[src/dual_timer_cfg.svh]
// register offsets, field positions, reset values and prescaler taps for the dual timer
`ifndef DUAL_TIMER_CFG_SVH
`define DUAL_TIMER_CFG_SVH
`define OFS_RUN_CONTROL 12'h000
`define OFS_BUFFER_CONTROL 12'h004
`define OFS_MODE_FIRST 12'h008
`define OFS_MODE_SECOND 12'h00c
`define OFS_TOGGLE_FIRST 12'h010
`define OFS_TOGGLE_SECOND 12'h014
`define OFS_DUTY_FIRST 12'h018
`define OFS_PERIOD_FIRST 12'h01c
`define OFS_DUTY_SECOND 12'h020
`define OFS_PERIOD_SECOND 12'h024
`define OFS_STATUS 12'h028
`define OFS_COUNT_FIRST 12'h02c
`define OFS_COUNT_SECOND 12'h030
`define OFS_CAPTURE_FIRST 12'h034
`define OFS_CAPTURE_SECOND 12'h038
`define RUN_FIRST_BIT 0
`define RUN_SECOND_BIT 1
`define PRESCALER_RUN_BIT 7
`define DBUF_FIRST_BIT 0
`define DBUF_SECOND_BIT 1
`define MODE_CLK_LSB 0
`define MODE_CLE_BIT 2
`define MODE_CAPSW_BIT 3
`define RUN_RESET 8'h00
`define BUFCTRL_RESET 8'h00
`define MODE_RESET 8'h00
`define PRESCALE_WIDTH 9
`define TAP_FINE_BIT 0
`define TAP_MID_BIT 2
`define TAP_COARSE_BIT 4
`endif

[src/dual_timer_pkg.sv]
// types shared by the dual timer files
package dual_timer_pkg;
    typedef enum logic [1:0] {
        CLK_EXTERNAL,
        CLK_TAP_FINE,
        CLK_TAP_MID,
        CLK_TAP_COARSE
    } clk_sel_e;
    typedef enum logic [1:0] {
        FF_SW_INVERT,
        FF_SW_CLEAR,
        FF_SW_SET,
        FF_SW_KEEP
    } ff_cmd_e;
endpackage

[src/dual_timer.sv]
// dual sixteen-bit timer/event counter with apb register access
//
// Local design decisions: the APB interface to the registers and the register offsets.
`timescale 1ns/1ps
`include "dual_timer_cfg.svh"
// Operation
// - two identical independent timer instances
// - interval, event count and pulse output modes
// - counter, comparator, registers, capture, two toggles
// - internal clocks tap a shared nine-bit prescaler
// - mode field selects tap or external pin
// - counter overflow raises overflow request
// - reset clears run control, stopping everything
// - run bit zero stops and clears counter
// - match on either compare register detected
// - compare registers are write-only, read zero
// - duty compare has a buffer register
// - per-timer double buffer enable bit
// - buffer loads duty compare on period match
// - reset clears buffer control register
// - buffering off: write updates register and buffer
// - buffering on: write updates buffer only
// - counter clears on period match when enabled
// - clear-on-match bit zero disables clearing
// - match raises match-detect and match request
module dual_timer (
    input wire logic i_ref_clk,
    input wire logic i_rst,
    input wire logic i_psel,
    input wire logic i_penable,
    input wire logic i_pwrite,
    input wire logic [11:0] i_paddr,
    input wire logic [31:0] i_pwdata,
    input wire logic [3:0] i_pstrb,
    input wire logic i_ext_clock_in_first,
    input wire logic i_ext_clock_in_second,
    output logic o_pready,
    output logic o_pslverr,
    output logic [31:0] o_prdata,
    output logic o_overflow_irq_first,
    output logic o_overflow_irq_second,
    output logic o_match_irq_duty_first,
    output logic o_match_irq_period_first,
    output logic o_match_irq_duty_second,
    output logic o_match_irq_period_second,
    output logic o_toggle_ff_first_a,
    output logic o_toggle_ff_first_b,
    output logic o_toggle_ff_second_a,
    output logic o_toggle_ff_second_b
);
    localparam int NCH = 2;
    localparam int PW = `PRESCALE_WIDTH;
    logic [7:0] run_control_reg_q;
    logic [7:0] buffer_control_reg_q;
    logic [7:0] mode_q [NCH];
    logic [PW-1:0] prescale_q;
    logic [PW-1:0] prescale_d;
    logic pready_q;
    logic pslverr_q;
    logic [31:0] prdata_q;
    logic [NCH-1:0] ovf_q;
    logic [NCH-1:0] dmatch_q;
    logic [NCH-1:0] pmatch_q;
    logic [NCH-1:0] ffa_q;
    logic [NCH-1:0] ffb_q;
    logic [NCH-1:0] ext_rise;
    logic [NCH-1:0] ext_pin;
    logic [NCH-1:0] tick;
    logic [NCH-1:0] ovf;
    logic [NCH-1:0] dmatch;
    logic [NCH-1:0] pmatch;
    logic [NCH-1:0] ffa;
    logic [NCH-1:0] ffb;
    logic [15:0] count [NCH];
    logic [15:0] capture [NCH];
    logic prescale_tap_fine;
    logic prescale_tap_mid;
    logic prescale_tap_coarse;
    logic [31:0] rd_mux;
    logic rd_hit;

    // apb access phase decode; slave answers in the second access cycle, after one wait state
    wire access = i_psel && i_penable && !pready_q;
    wire wr_en = access && i_pwrite;
    wire rd_en = access && !i_pwrite;
    wire prescaler_run_bit = run_control_reg_q[`PRESCALER_RUN_BIT];
    wire [NCH-1:0] run_bits = {run_control_reg_q[`RUN_SECOND_BIT],
                               run_control_reg_q[`RUN_FIRST_BIT]};
    wire [NCH-1:0] dbuf_bits = {buffer_control_reg_q[`DBUF_SECOND_BIT],
                                buffer_control_reg_q[`DBUF_FIRST_BIT]};
    wire dbuf_enable_first = dbuf_bits[0];
    wire dbuf_enable_second = dbuf_bits[1];
    wire [11:0] duty_ofs [NCH] = '{`OFS_DUTY_FIRST, `OFS_DUTY_SECOND};
    wire [11:0] period_ofs [NCH] = '{`OFS_PERIOD_FIRST, `OFS_PERIOD_SECOND};
    wire [11:0] mode_ofs [NCH] = '{`OFS_MODE_FIRST, `OFS_MODE_SECOND};
    wire [11:0] toggle_ofs [NCH] = '{`OFS_TOGGLE_FIRST, `OFS_TOGGLE_SECOND};

    // shared nine-bit prescaler, stopped and cleared while its run bit is low
    always_comb begin
        prescale_d = prescaler_run_bit ? prescale_q + 1'b1 : '0;
    end

    always_ff @(posedge i_ref_clk) begin
        if (i_rst) begin
            prescale_q <= '0;
        end else begin
            prescale_q <= prescale_d;
        end
    end

    // taps pulse once per period of 2, 8 and 32 system clocks
    assign prescale_tap_fine = prescaler_run_bit && (&prescale_q[`TAP_FINE_BIT:0]);
    assign prescale_tap_mid = prescaler_run_bit && (&prescale_q[`TAP_MID_BIT:0]);
    assign prescale_tap_coarse = prescaler_run_bit && (&prescale_q[`TAP_COARSE_BIT:0]);

    // control registers, cleared by reset
    always_ff @(posedge i_ref_clk) begin
        if (i_rst) begin
            run_control_reg_q <= `RUN_RESET;
            buffer_control_reg_q <= `BUFCTRL_RESET;
        end else if (wr_en && i_pstrb[0]) begin
            if (i_paddr == `OFS_RUN_CONTROL) begin
                run_control_reg_q <= i_pwdata[7:0];
            end
            if (i_paddr == `OFS_BUFFER_CONTROL) begin
                buffer_control_reg_q <= i_pwdata[7:0];
            end
        end
    end

    // per-channel mode register, pin sync, clock select and timer core
    genvar g;
    generate
        for (g = 0; g < NCH; g++) begin : g_ch
            wire dbuf_en = (g == 0) ? dbuf_enable_first : dbuf_enable_second;
            wire mode_wr = wr_en && i_pstrb[0] && (i_paddr == mode_ofs[g]);
            wire ff_wr = wr_en && i_pstrb[0] && (i_paddr == toggle_ofs[g]);
            wire duty_wr = wr_en && (i_paddr == duty_ofs[g]);
            wire period_wr = wr_en && (i_paddr == period_ofs[g]);
            wire cap_req = mode_wr && !i_pwdata[`MODE_CAPSW_BIT];
            wire [1:0] clk_field = mode_q[g][`MODE_CLK_LSB +: 2];

            always_ff @(posedge i_ref_clk) begin
                if (i_rst) begin
                    mode_q[g] <= `MODE_RESET;
                end else if (mode_wr) begin
                    mode_q[g] <= i_pwdata[7:0];
                end
            end

            pin_sync u_sync (
                .i_ref_clk(i_ref_clk),
                .i_rst(i_rst),
                .i_pin(ext_pin[g]),
                .o_level(),
                .o_rise(ext_rise[g])
            );

            // increment source from a tap or the external pin edge
            always_comb begin
                case (dual_timer_pkg::clk_sel_e'(clk_field))
                    dual_timer_pkg::CLK_EXTERNAL: tick[g] = ext_rise[g];
                    dual_timer_pkg::CLK_TAP_FINE: tick[g] = prescale_tap_fine;
                    dual_timer_pkg::CLK_TAP_MID: tick[g] = prescale_tap_mid;
                    dual_timer_pkg::CLK_TAP_COARSE: tick[g] = prescale_tap_coarse;
                    default: tick[g] = 1'b0;
                endcase
            end

            timer_channel #(
                .WIDTH(16)
            ) u_ch (
                .i_ref_clk(i_ref_clk),
                .i_rst(i_rst),
                .i_run(run_bits[g]),
                .i_tick(tick[g]),
                .i_clear_on_match(mode_q[g][`MODE_CLE_BIT]),
                .i_dbuf_en(dbuf_en),
                .i_duty_wr(duty_wr),
                .i_period_wr(period_wr),
                .i_wdata(i_pwdata[15:0]),
                .i_wstrb(i_pstrb),
                .i_capture_req(cap_req),
                .i_ff_wr(ff_wr),
                .i_ff_a_cmd(dual_timer_pkg::ff_cmd_e'(i_pwdata[1:0])),
                .i_ff_b_cmd(dual_timer_pkg::ff_cmd_e'(i_pwdata[3:2])),
                .o_count(count[g]),
                .o_capture(capture[g]),
                .o_overflow(ovf[g]),
                .o_duty_match(dmatch[g]),
                .o_period_match(pmatch[g]),
                .o_ff_a(ffa[g]),
                .o_ff_b(ffb[g])
            );
        end
    endgenerate

    assign ext_pin = {i_ext_clock_in_second, i_ext_clock_in_first};

    // read selection; compare registers are not on the read path so read as zero
    always_comb begin
        rd_mux = 32'h0000_0000;
        rd_hit = 1'b1;
        case (i_paddr)
            `OFS_RUN_CONTROL: rd_mux = {24'h00_0000, run_control_reg_q};
            `OFS_BUFFER_CONTROL: rd_mux = {24'h00_0000, buffer_control_reg_q};
            `OFS_MODE_FIRST: rd_mux = {24'h00_0000, mode_q[0]};
            `OFS_MODE_SECOND: rd_mux = {24'h00_0000, mode_q[1]};
            `OFS_STATUS: rd_mux = {24'h00_0000, ffb_q, ffa_q, pmatch_q, dmatch_q};
            `OFS_COUNT_FIRST: rd_mux = {16'h0000, count[0]};
            `OFS_COUNT_SECOND: rd_mux = {16'h0000, count[1]};
            `OFS_CAPTURE_FIRST: rd_mux = {16'h0000, capture[0]};
            `OFS_CAPTURE_SECOND: rd_mux = {16'h0000, capture[1]};
            `OFS_TOGGLE_FIRST, `OFS_TOGGLE_SECOND: rd_mux = 32'h0000_0000;
            `OFS_DUTY_FIRST, `OFS_PERIOD_FIRST: rd_mux = 32'h0000_0000;
            `OFS_DUTY_SECOND, `OFS_PERIOD_SECOND: rd_mux = 32'h0000_0000;
            default: rd_hit = 1'b0;
        endcase
    end

    // apb answer registers
    always_ff @(posedge i_ref_clk) begin
        if (i_rst) begin
            pready_q <= 1'b0;
            pslverr_q <= 1'b0;
            prdata_q <= 32'h0000_0000;
        end else begin
            pready_q <= access;
            pslverr_q <= access && !rd_hit;
            prdata_q <= rd_en ? rd_mux : 32'h0000_0000;
        end
    end

    // registered event and toggle outputs
    always_ff @(posedge i_ref_clk) begin
        if (i_rst) begin
            ovf_q <= '0;
            dmatch_q <= '0;
            pmatch_q <= '0;
            ffa_q <= '0;
            ffb_q <= '0;
        end else begin
            ovf_q <= ovf;
            dmatch_q <= dmatch;
            pmatch_q <= pmatch;
            ffa_q <= ffa;
            ffb_q <= ffb;
        end
    end

    assign o_pready = pready_q;
    assign o_pslverr = pslverr_q;
    assign o_prdata = prdata_q;
    assign o_overflow_irq_first = ovf_q[0];
    assign o_overflow_irq_second = ovf_q[1];
    assign o_match_irq_duty_first = dmatch_q[0];
    assign o_match_irq_period_first = pmatch_q[0];
    assign o_match_irq_duty_second = dmatch_q[1];
    assign o_match_irq_period_second = pmatch_q[1];
    assign o_toggle_ff_first_a = ffa_q[0];
    assign o_toggle_ff_first_b = ffb_q[0];
    assign o_toggle_ff_second_a = ffa_q[1];
    assign o_toggle_ff_second_b = ffb_q[1];
endmodule // dual_timer

[src/pin_sync.sv]
// three-stage synchroniser with edge detection for an external pin
`timescale 1ns/1ps
module pin_sync (
    input wire logic i_ref_clk,
    input wire logic i_rst,
    input wire logic i_pin,
    output logic o_level,
    output logic o_rise
);
    logic s1_q;
    logic s2_q;
    logic s3_q;
    logic level_q;
    // second and third stage must agree before the level moves
    always_ff @(posedge i_ref_clk) begin
        if (i_rst) begin
            s1_q <= 1'b0;
            s2_q <= 1'b0;
            s3_q <= 1'b0;
            level_q <= 1'b0;
        end else begin
            s1_q <= i_pin;
            s2_q <= s1_q;
            s3_q <= s2_q;
            if (s2_q == s3_q) begin
                level_q <= s3_q;
            end
        end
    end
    // rising edge of the agreed level
    assign o_rise = (s2_q == s3_q) && s3_q && !level_q;
    assign o_level = level_q;
endmodule // pin_sync

[src/timer_channel.sv]
// one sixteen-bit timer channel: counter, compares, double buffer, toggles
`timescale 1ns/1ps
`include "dual_timer_cfg.svh"
module timer_channel #(
    parameter int WIDTH = 16
) (
    input wire logic i_ref_clk,
    input wire logic i_rst,
    input wire logic i_run,
    input wire logic i_tick,
    input wire logic i_clear_on_match,
    input wire logic i_dbuf_en,
    input wire logic i_duty_wr,
    input wire logic i_period_wr,
    input wire logic [WIDTH-1:0] i_wdata,
    input wire logic [3:0] i_wstrb,
    input wire logic i_capture_req,
    input wire logic i_ff_wr,
    input wire dual_timer_pkg::ff_cmd_e i_ff_a_cmd,
    input wire dual_timer_pkg::ff_cmd_e i_ff_b_cmd,
    output logic [WIDTH-1:0] o_count,
    output logic [WIDTH-1:0] o_capture,
    output logic o_overflow,
    output logic o_duty_match,
    output logic o_period_match,
    output logic o_ff_a,
    output logic o_ff_b
);
    logic [WIDTH-1:0] count_q;
    logic [WIDTH-1:0] duty_q;
    logic [WIDTH-1:0] duty_buf_q;
    logic [WIDTH-1:0] period_q;
    logic [WIDTH-1:0] capture_q;
    logic ff_a_q;
    logic ff_b_q;
    logic [WIDTH-1:0] wr_merged_duty;
    logic [WIDTH-1:0] wr_merged_period;
    wire duty_hit = i_run && (count_q == duty_q);
    wire period_hit = i_run && (count_q == period_q);
    wire step = i_run && i_tick;
    wire wrap = step && (count_q == {WIDTH{1'b1}});
    wire clear_hit = step && period_hit && i_clear_on_match;
    // byte lanes let software write the low byte and then the high byte
    always_comb begin
        wr_merged_duty = duty_buf_q;
        wr_merged_period = period_q;
        if (i_wstrb[0]) begin
            wr_merged_duty[7:0] = i_wdata[7:0];
            wr_merged_period[7:0] = i_wdata[7:0];
        end
        if (i_wstrb[1]) begin
            wr_merged_duty[WIDTH-1:8] = i_wdata[WIDTH-1:8];
            wr_merged_period[WIDTH-1:8] = i_wdata[WIDTH-1:8];
        end
    end
    // up-counter: stop and clear when not running, wrap on overflow
    always_ff @(posedge i_ref_clk) begin
        if (i_rst || !i_run) begin
            count_q <= '0;
        end else if (clear_hit) begin
            count_q <= '0;
        end else if (step) begin
            count_q <= count_q + 1'b1;
        end
    end
    // compare registers with double-buffered duty value
    always_ff @(posedge i_ref_clk) begin
        if (i_duty_wr) begin
            duty_buf_q <= wr_merged_duty;
            if (!i_dbuf_en) begin
                duty_q <= wr_merged_duty;
            end
        end else if (i_dbuf_en && step && period_hit) begin
            duty_q <= duty_buf_q;
        end
        if (i_period_wr) begin
            period_q <= wr_merged_period;
        end
    end
    // software capture and the two output toggles
    always_ff @(posedge i_ref_clk) begin
        if (i_rst) begin
            capture_q <= '0;
            ff_a_q <= 1'b0;
            ff_b_q <= 1'b0;
        end else begin
            if (i_capture_req) begin
                capture_q <= count_q;
            end
            if (i_ff_wr && i_ff_a_cmd != dual_timer_pkg::FF_SW_KEEP) begin
                ff_a_q <= (i_ff_a_cmd == dual_timer_pkg::FF_SW_INVERT) ? !ff_a_q :
                          (i_ff_a_cmd == dual_timer_pkg::FF_SW_SET);
            end else if (step && (duty_hit || period_hit)) begin
                ff_a_q <= !ff_a_q;
            end
            if (i_ff_wr && i_ff_b_cmd != dual_timer_pkg::FF_SW_KEEP) begin
                ff_b_q <= (i_ff_b_cmd == dual_timer_pkg::FF_SW_INVERT) ? !ff_b_q :
                          (i_ff_b_cmd == dual_timer_pkg::FF_SW_SET);
            end else if (step && period_hit) begin
                ff_b_q <= !ff_b_q;
            end
        end
    end
    assign o_count = count_q;
    assign o_capture = capture_q;
    assign o_overflow = wrap;
    assign o_duty_match = step && duty_hit;
    assign o_period_match = step && period_hit;
    assign o_ff_a = ff_a_q;
    assign o_ff_b = ff_b_q;
    initial begin
        if (WIDTH != 16) begin
            $error("timer_channel supports only WIDTH 16");
        end
    end
endmodule // timer_channel

[config.mk]
export PLATFORM = sky130hd
export DESIGN_NAME = dual_timer
export DESIGN_NICKNAME = d
export VERILOG_FILES = /design/src/dual_timer_pkg.sv /design/src/dual_timer.sv /design/src/pin_sync.sv /design/src/timer_channel.sv
export VERILOG_INCLUDE_DIRS = /design/src /design/src/src
export SDC_FILE = /design/constraint.sdc
export NUM_CORES = 1
export LEC_CHECK = 0
export ABC_CLOCK_PERIOD_IN_PS = 3050
export BUFFER_PORTS_ARGS = -buffer_cell sky130_fd_sc_hd__clkbuf_2
export CAP_MARGIN = 5
export CORE_MARGIN = 2
export CORE_UTILIZATION = 40
export DETAILED_ROUTE_END_ITERATION = 8
export HOLD_SLACK_MARGIN = 0.02
export REMOVE_ABC_BUFFERS = 1
export SLEW_MARGIN = 15
export SYNTH_ARGS = -nofsm -noshare
export SYNTH_HDL_FRONTEND = slang
export SYNTH_SLANG_ARGS = --single-unit
[constraint.sdc]
create_clock -name i_ref_clk -period 3.05 [get_ports i_ref_clk]
set_input_delay 0.305 -clock i_ref_clk [delete_from_list [all_inputs] [get_ports i_ref_clk]]
set_output_delay 0.305 -clock i_ref_clk [all_outputs]
set_load 0.02 [all_outputs]
==> results by group <==
Power and ir drop
  – Comb power frac: 3.3%
  – Switching Share: 21.7%
  – Final Power: 6.52 mW
  – Cell-internal power: 5.10 mW
  – Flop pwr share: 51.2%
  – Leakage power: 4.56 nW
  – NetSw: 1.42 mW
  – Peak supply drop: 264 uV
  – Clock power frac: 45.5%
  – Cell Pwr Density: 522 nW/um^2

Hold path
  – HP Class: in2reg

Die
  – Die ar.: 28200 um^2
  – Io pins: 99
  – # rows: 59
  – Initial Util: 41.0%
  – Core ar.: 26200 um^2
  – Die Span Y: 168 um
  – Die X: 168 um

Logic synthesis
  – Largest family of logic cells by synthesized area: simple AND/OR/NAND/NOR gates
  – Post-synth EDFFs: 112
  – Syn Std Cell Area: 10700 um^2
  – Top_reg_cell synth: dfxtp_1
  – Distinct cells, synth: 58
  – Yosys warning count: 0
  – Mux share of post-synthesis cell area: 5.86%
  – Post-synthesis compound-gate area fraction: 8.70%
  – Post-Synthesis Cells: 1036
  – Xor/xnor share of the synthesized area: 7.75%
  – Sequential element share of the synthesized area: 54.6%
  – Asr flop ratio synth: 0%
  – Yosys reg bits: 237
  – Avg Inst Size Synth: 10.4 um^2
  – Post-Synth Adder-Cell Area: 0.815%
  – Simple-Gate Fraction of Synth Area: 16.3%

STA
  – Clk_skew: 0.0149 ns
  – Final-report setup violation count: 0
  – Setup ws final: 0.164 ns
  – RSZ-0062 raised after global routing: false
  – Fmax achieved: 0.346 GHz
  – Setup TNS: 0 ns
  – Final hold violation count: 0
  – Least-Margin Pin Slew: 0.712 ns
  – Slew margin rel.: 52.5%
  – Tcrit/Tclk final: 94.6%
  – Final min period: 2.89 ns
  – Pins Over Slew Limit: 0

Detailed routing
  – 1st-iter DRT viols: 726
  – Post-DR vias/cell: 5.32
  – ANT nets after route: 0
  – Per-cell routed wire length: 19.3 um
  – Vias: 7888
  – First-pass DRT Iterations: 5
  – Remaining DRCs: 0
  – Final wirelength: 28600 um

Layout
  – Number of antenna diodes: 0
  – Nets: 1189
  – Commonest cells after routing, fill and taps aside: nand2_1, dfxtp_1, edfxtp_1, nor2_1, clkbuf_2
  – Commonest non-fill, non-tap cell in the layout: nand2_1
  – Area grow syn2layout: 16.3%
  – Share of layout cells above drive strength 1: 18.3%

Clock network
  – CTS tree: yes
  – Clk slew on worst S/H paths: 0.06 ns
  – Later-pin clock latency in the skew report: 0.53 ns
  – Clk buf depth: 3
  – Clock buffer count from CTS: 26
  – Clock root buffer: clkbuf_16
  – CTS Sinks: 237
  – H-Tree Depth: 1

Worst setup path
  – Critical path capture point type: register
  – Reg2reg path depth: 8
  – CP Max Fanout: 16
  – Crit start category: register
  – Crit Path Category: reg2reg
  – FF-to-FF End: g_ch[1].u_ch.duty_q[10]
  – Worst reg2reg startpoint: g_ch[1].u_sync.s3_q
  – Worst path arrival time: 3.12 ns
  – Data required, critical path: 3.29 ns
  – Crit path from: g_ch[1].u_sync.s3_q
  – Reg2Reg Setup Slack: 0.16 ns
  – Crit path capture: g_ch[1].u_ch.duty_q[10]

Placement
  – Pre-CTS WS: 0.175 ns
  – Final HPWL DP: 20600 um
  – IO Port Bufs: 64
  – GP Congestion: 0.853

Global route
  – Global route overflow: 0
  – Total GRT Usage: 20.4%
  – GRT met1 Usage: 30.0%
  – M2 GR Usage: 32.2%
  – Met3 Use GR: 2.70%
  – Global-route wire length before repair: 44600 um
  – Initial antenna violation count: 0
  – GRT busiest layer: met2
  – Largest net degree at the start of global routing: 59
  – Vias in the first global route: 7568

Run
  – Maxcap violations: 0

Outcome
  – Status: finished clean
-- sequential cells by signal (all words and copies together), names as in the netlist --
register	cells
buffer_control_reg_q	8
dmatch_q	2
ffa_q	2
ffb_q	2
g_ch.u_ch.duty_buf_q	32
g_ch.u_ch.duty_q	32
g_ch.u_ch.o_capture	32
g_ch.u_ch.o_count	32
g_ch.u_ch.o_ff_a	2
g_ch.u_ch.o_ff_b	2
g_ch.u_ch.period_q	32
g_ch.u_sync.o_level	2
g_ch.u_sync.s1_q	2
g_ch.u_sync.s2_q	2
g_ch.u_sync.s3_q	2
mode_q	16
o_prdata	16
o_pready	1
o_pslverr	1
ovf_q	2
pmatch_q	2
prescale_q	5
run_control_reg_q	8
-- routing by layer --
metal	wire length, um	up-vias
li1	-	3752
met1	13200	3803
met2	12900	300
met3	2050	33
met4	424	0
met5	0	-
-- worst min path at each step --
| stage | depth (start not counted) | slack, ns | to | startpoint |
|---|---|---|---|---|
| 4_1_cts | 3 | 0.03 | o_pready | i_penable |
| 3_5_place_dp | 1 | 0.43 | g_ch[0].u_sync.s2_q | g_ch[0].u_sync.s1_q |
| 5_1_grt | 3 | 0.05 | o_pready | i_psel |
| 3_3_place_gp | 1 | 0.42 | g_ch[0].u_sync.s2_q | g_ch[0].u_sync.s1_q |
| 6_report | 3 | 0.05 | o_pready | i_penable |
| 2_1_floorplan | 1 | 0.37 | g_ch[0].u_ch.o_capture[13] | i_rst |
-- critical path: stages (launching register included) --
cell	delay (ns)
dfxtp_1	0.34
ha_1	0.15
or3b_2	0.45
a21oi_1	0.35
o21ai_1	0.13
or2_2	0.36
or3b_2	0.44
o21ai_1	0.16
buf_12	0.21
-- synthesized netlist by cell type (3+ instances only) --
library cell,n,area (um^2)
a21oi_1,53,265
a21oi_2,4,35.0
a221oi_1,3,26.3
a222oi_1,4,40.0
a22oi_1,21,158
a31oi_1,3,18.8
and2_1,20,125
and3_1,10,62.6
buf_1,3,11.3
buf_2,7,35.0
buf_4,17,128
buf_6,9,101
clkbuf_1,53,199
dfxtp_1,125,2500
edfxtp_1,112,3360
ha_1,7,87.6
inv_1,42,158
mux2_2,17,191
mux2i_1,28,280
mux4_2,7,158
nand2_1,131,492
nand2b_1,3,18.8
nand3_1,19,95.1
nand4_1,21,131
nor2_1,77,289
nor2b_1,13,81.3
nor3_1,19,95.1
nor3b_1,4,30.0
nor4_1,15,93.8
o21ai_0,55,275
or3_1,3,18.8
or3b_2,3,26.3
xnor2_1,49,429
xor2_1,46,403
-- repair_timing --
item / in CTS / in global routing
endpoints found under the hold margin: 18 / 0
setup buffers: 0 / 0
hold buffers: 10 / 0
gates resized for setup: 0 / 0
-- power groups by stage --
stage	Clock [mW]	Sequential [mW]	Combinational, mW
6_report	2.96	3.34	0.216
5_1_grt	3.16	3.34	0.234
4_1_cts	3.02	3.34	0.215
3_5_place_dp	0	3.41	0.204
3_3_place_gp	0	3.41	0.203
2_1_floorplan	0	3.41	0.0779
-- final cells by class --
| cell class | instances | area (um^2) |
|---|---|---|
| well taps | 335 | 419 |
| clock inverters | 6 | 47.5 |
| repair buffers | 138 | 938 |
| flip-flops and latches | 237 | 5870 |
| multi-input cells | 682 | 4300 |
| inverters | 42 | 158 |
| fillers | 2437 | 13700 |
| clock buffers | 42 | 758 |
-- per-stage QoR --
step	std cells	instance area (um^2)	util [%]	hold WS, ns
2_1_floorplan	961	10300	-	0.367
3_3_place_gp	1424	11600	44.2	0.418
3_5_place_dp	1424	11600	44.2	0.428
4_1_cts	1482	12500	47.7	0.0341
5_1_grt	1482	12500	47.7	0.0491
6_report	1482	12500	47.7	0.0474
-- cells by family after synthesis --
kind of cell / count (synthesis)
compound gates: 157
xor+xnor: 95
fa+ha+maj: 7
buf+inv: 132
flops: 237
mux: 52
other cells: 1
simple gates: 355
Power figures use the tool's default switching activity.
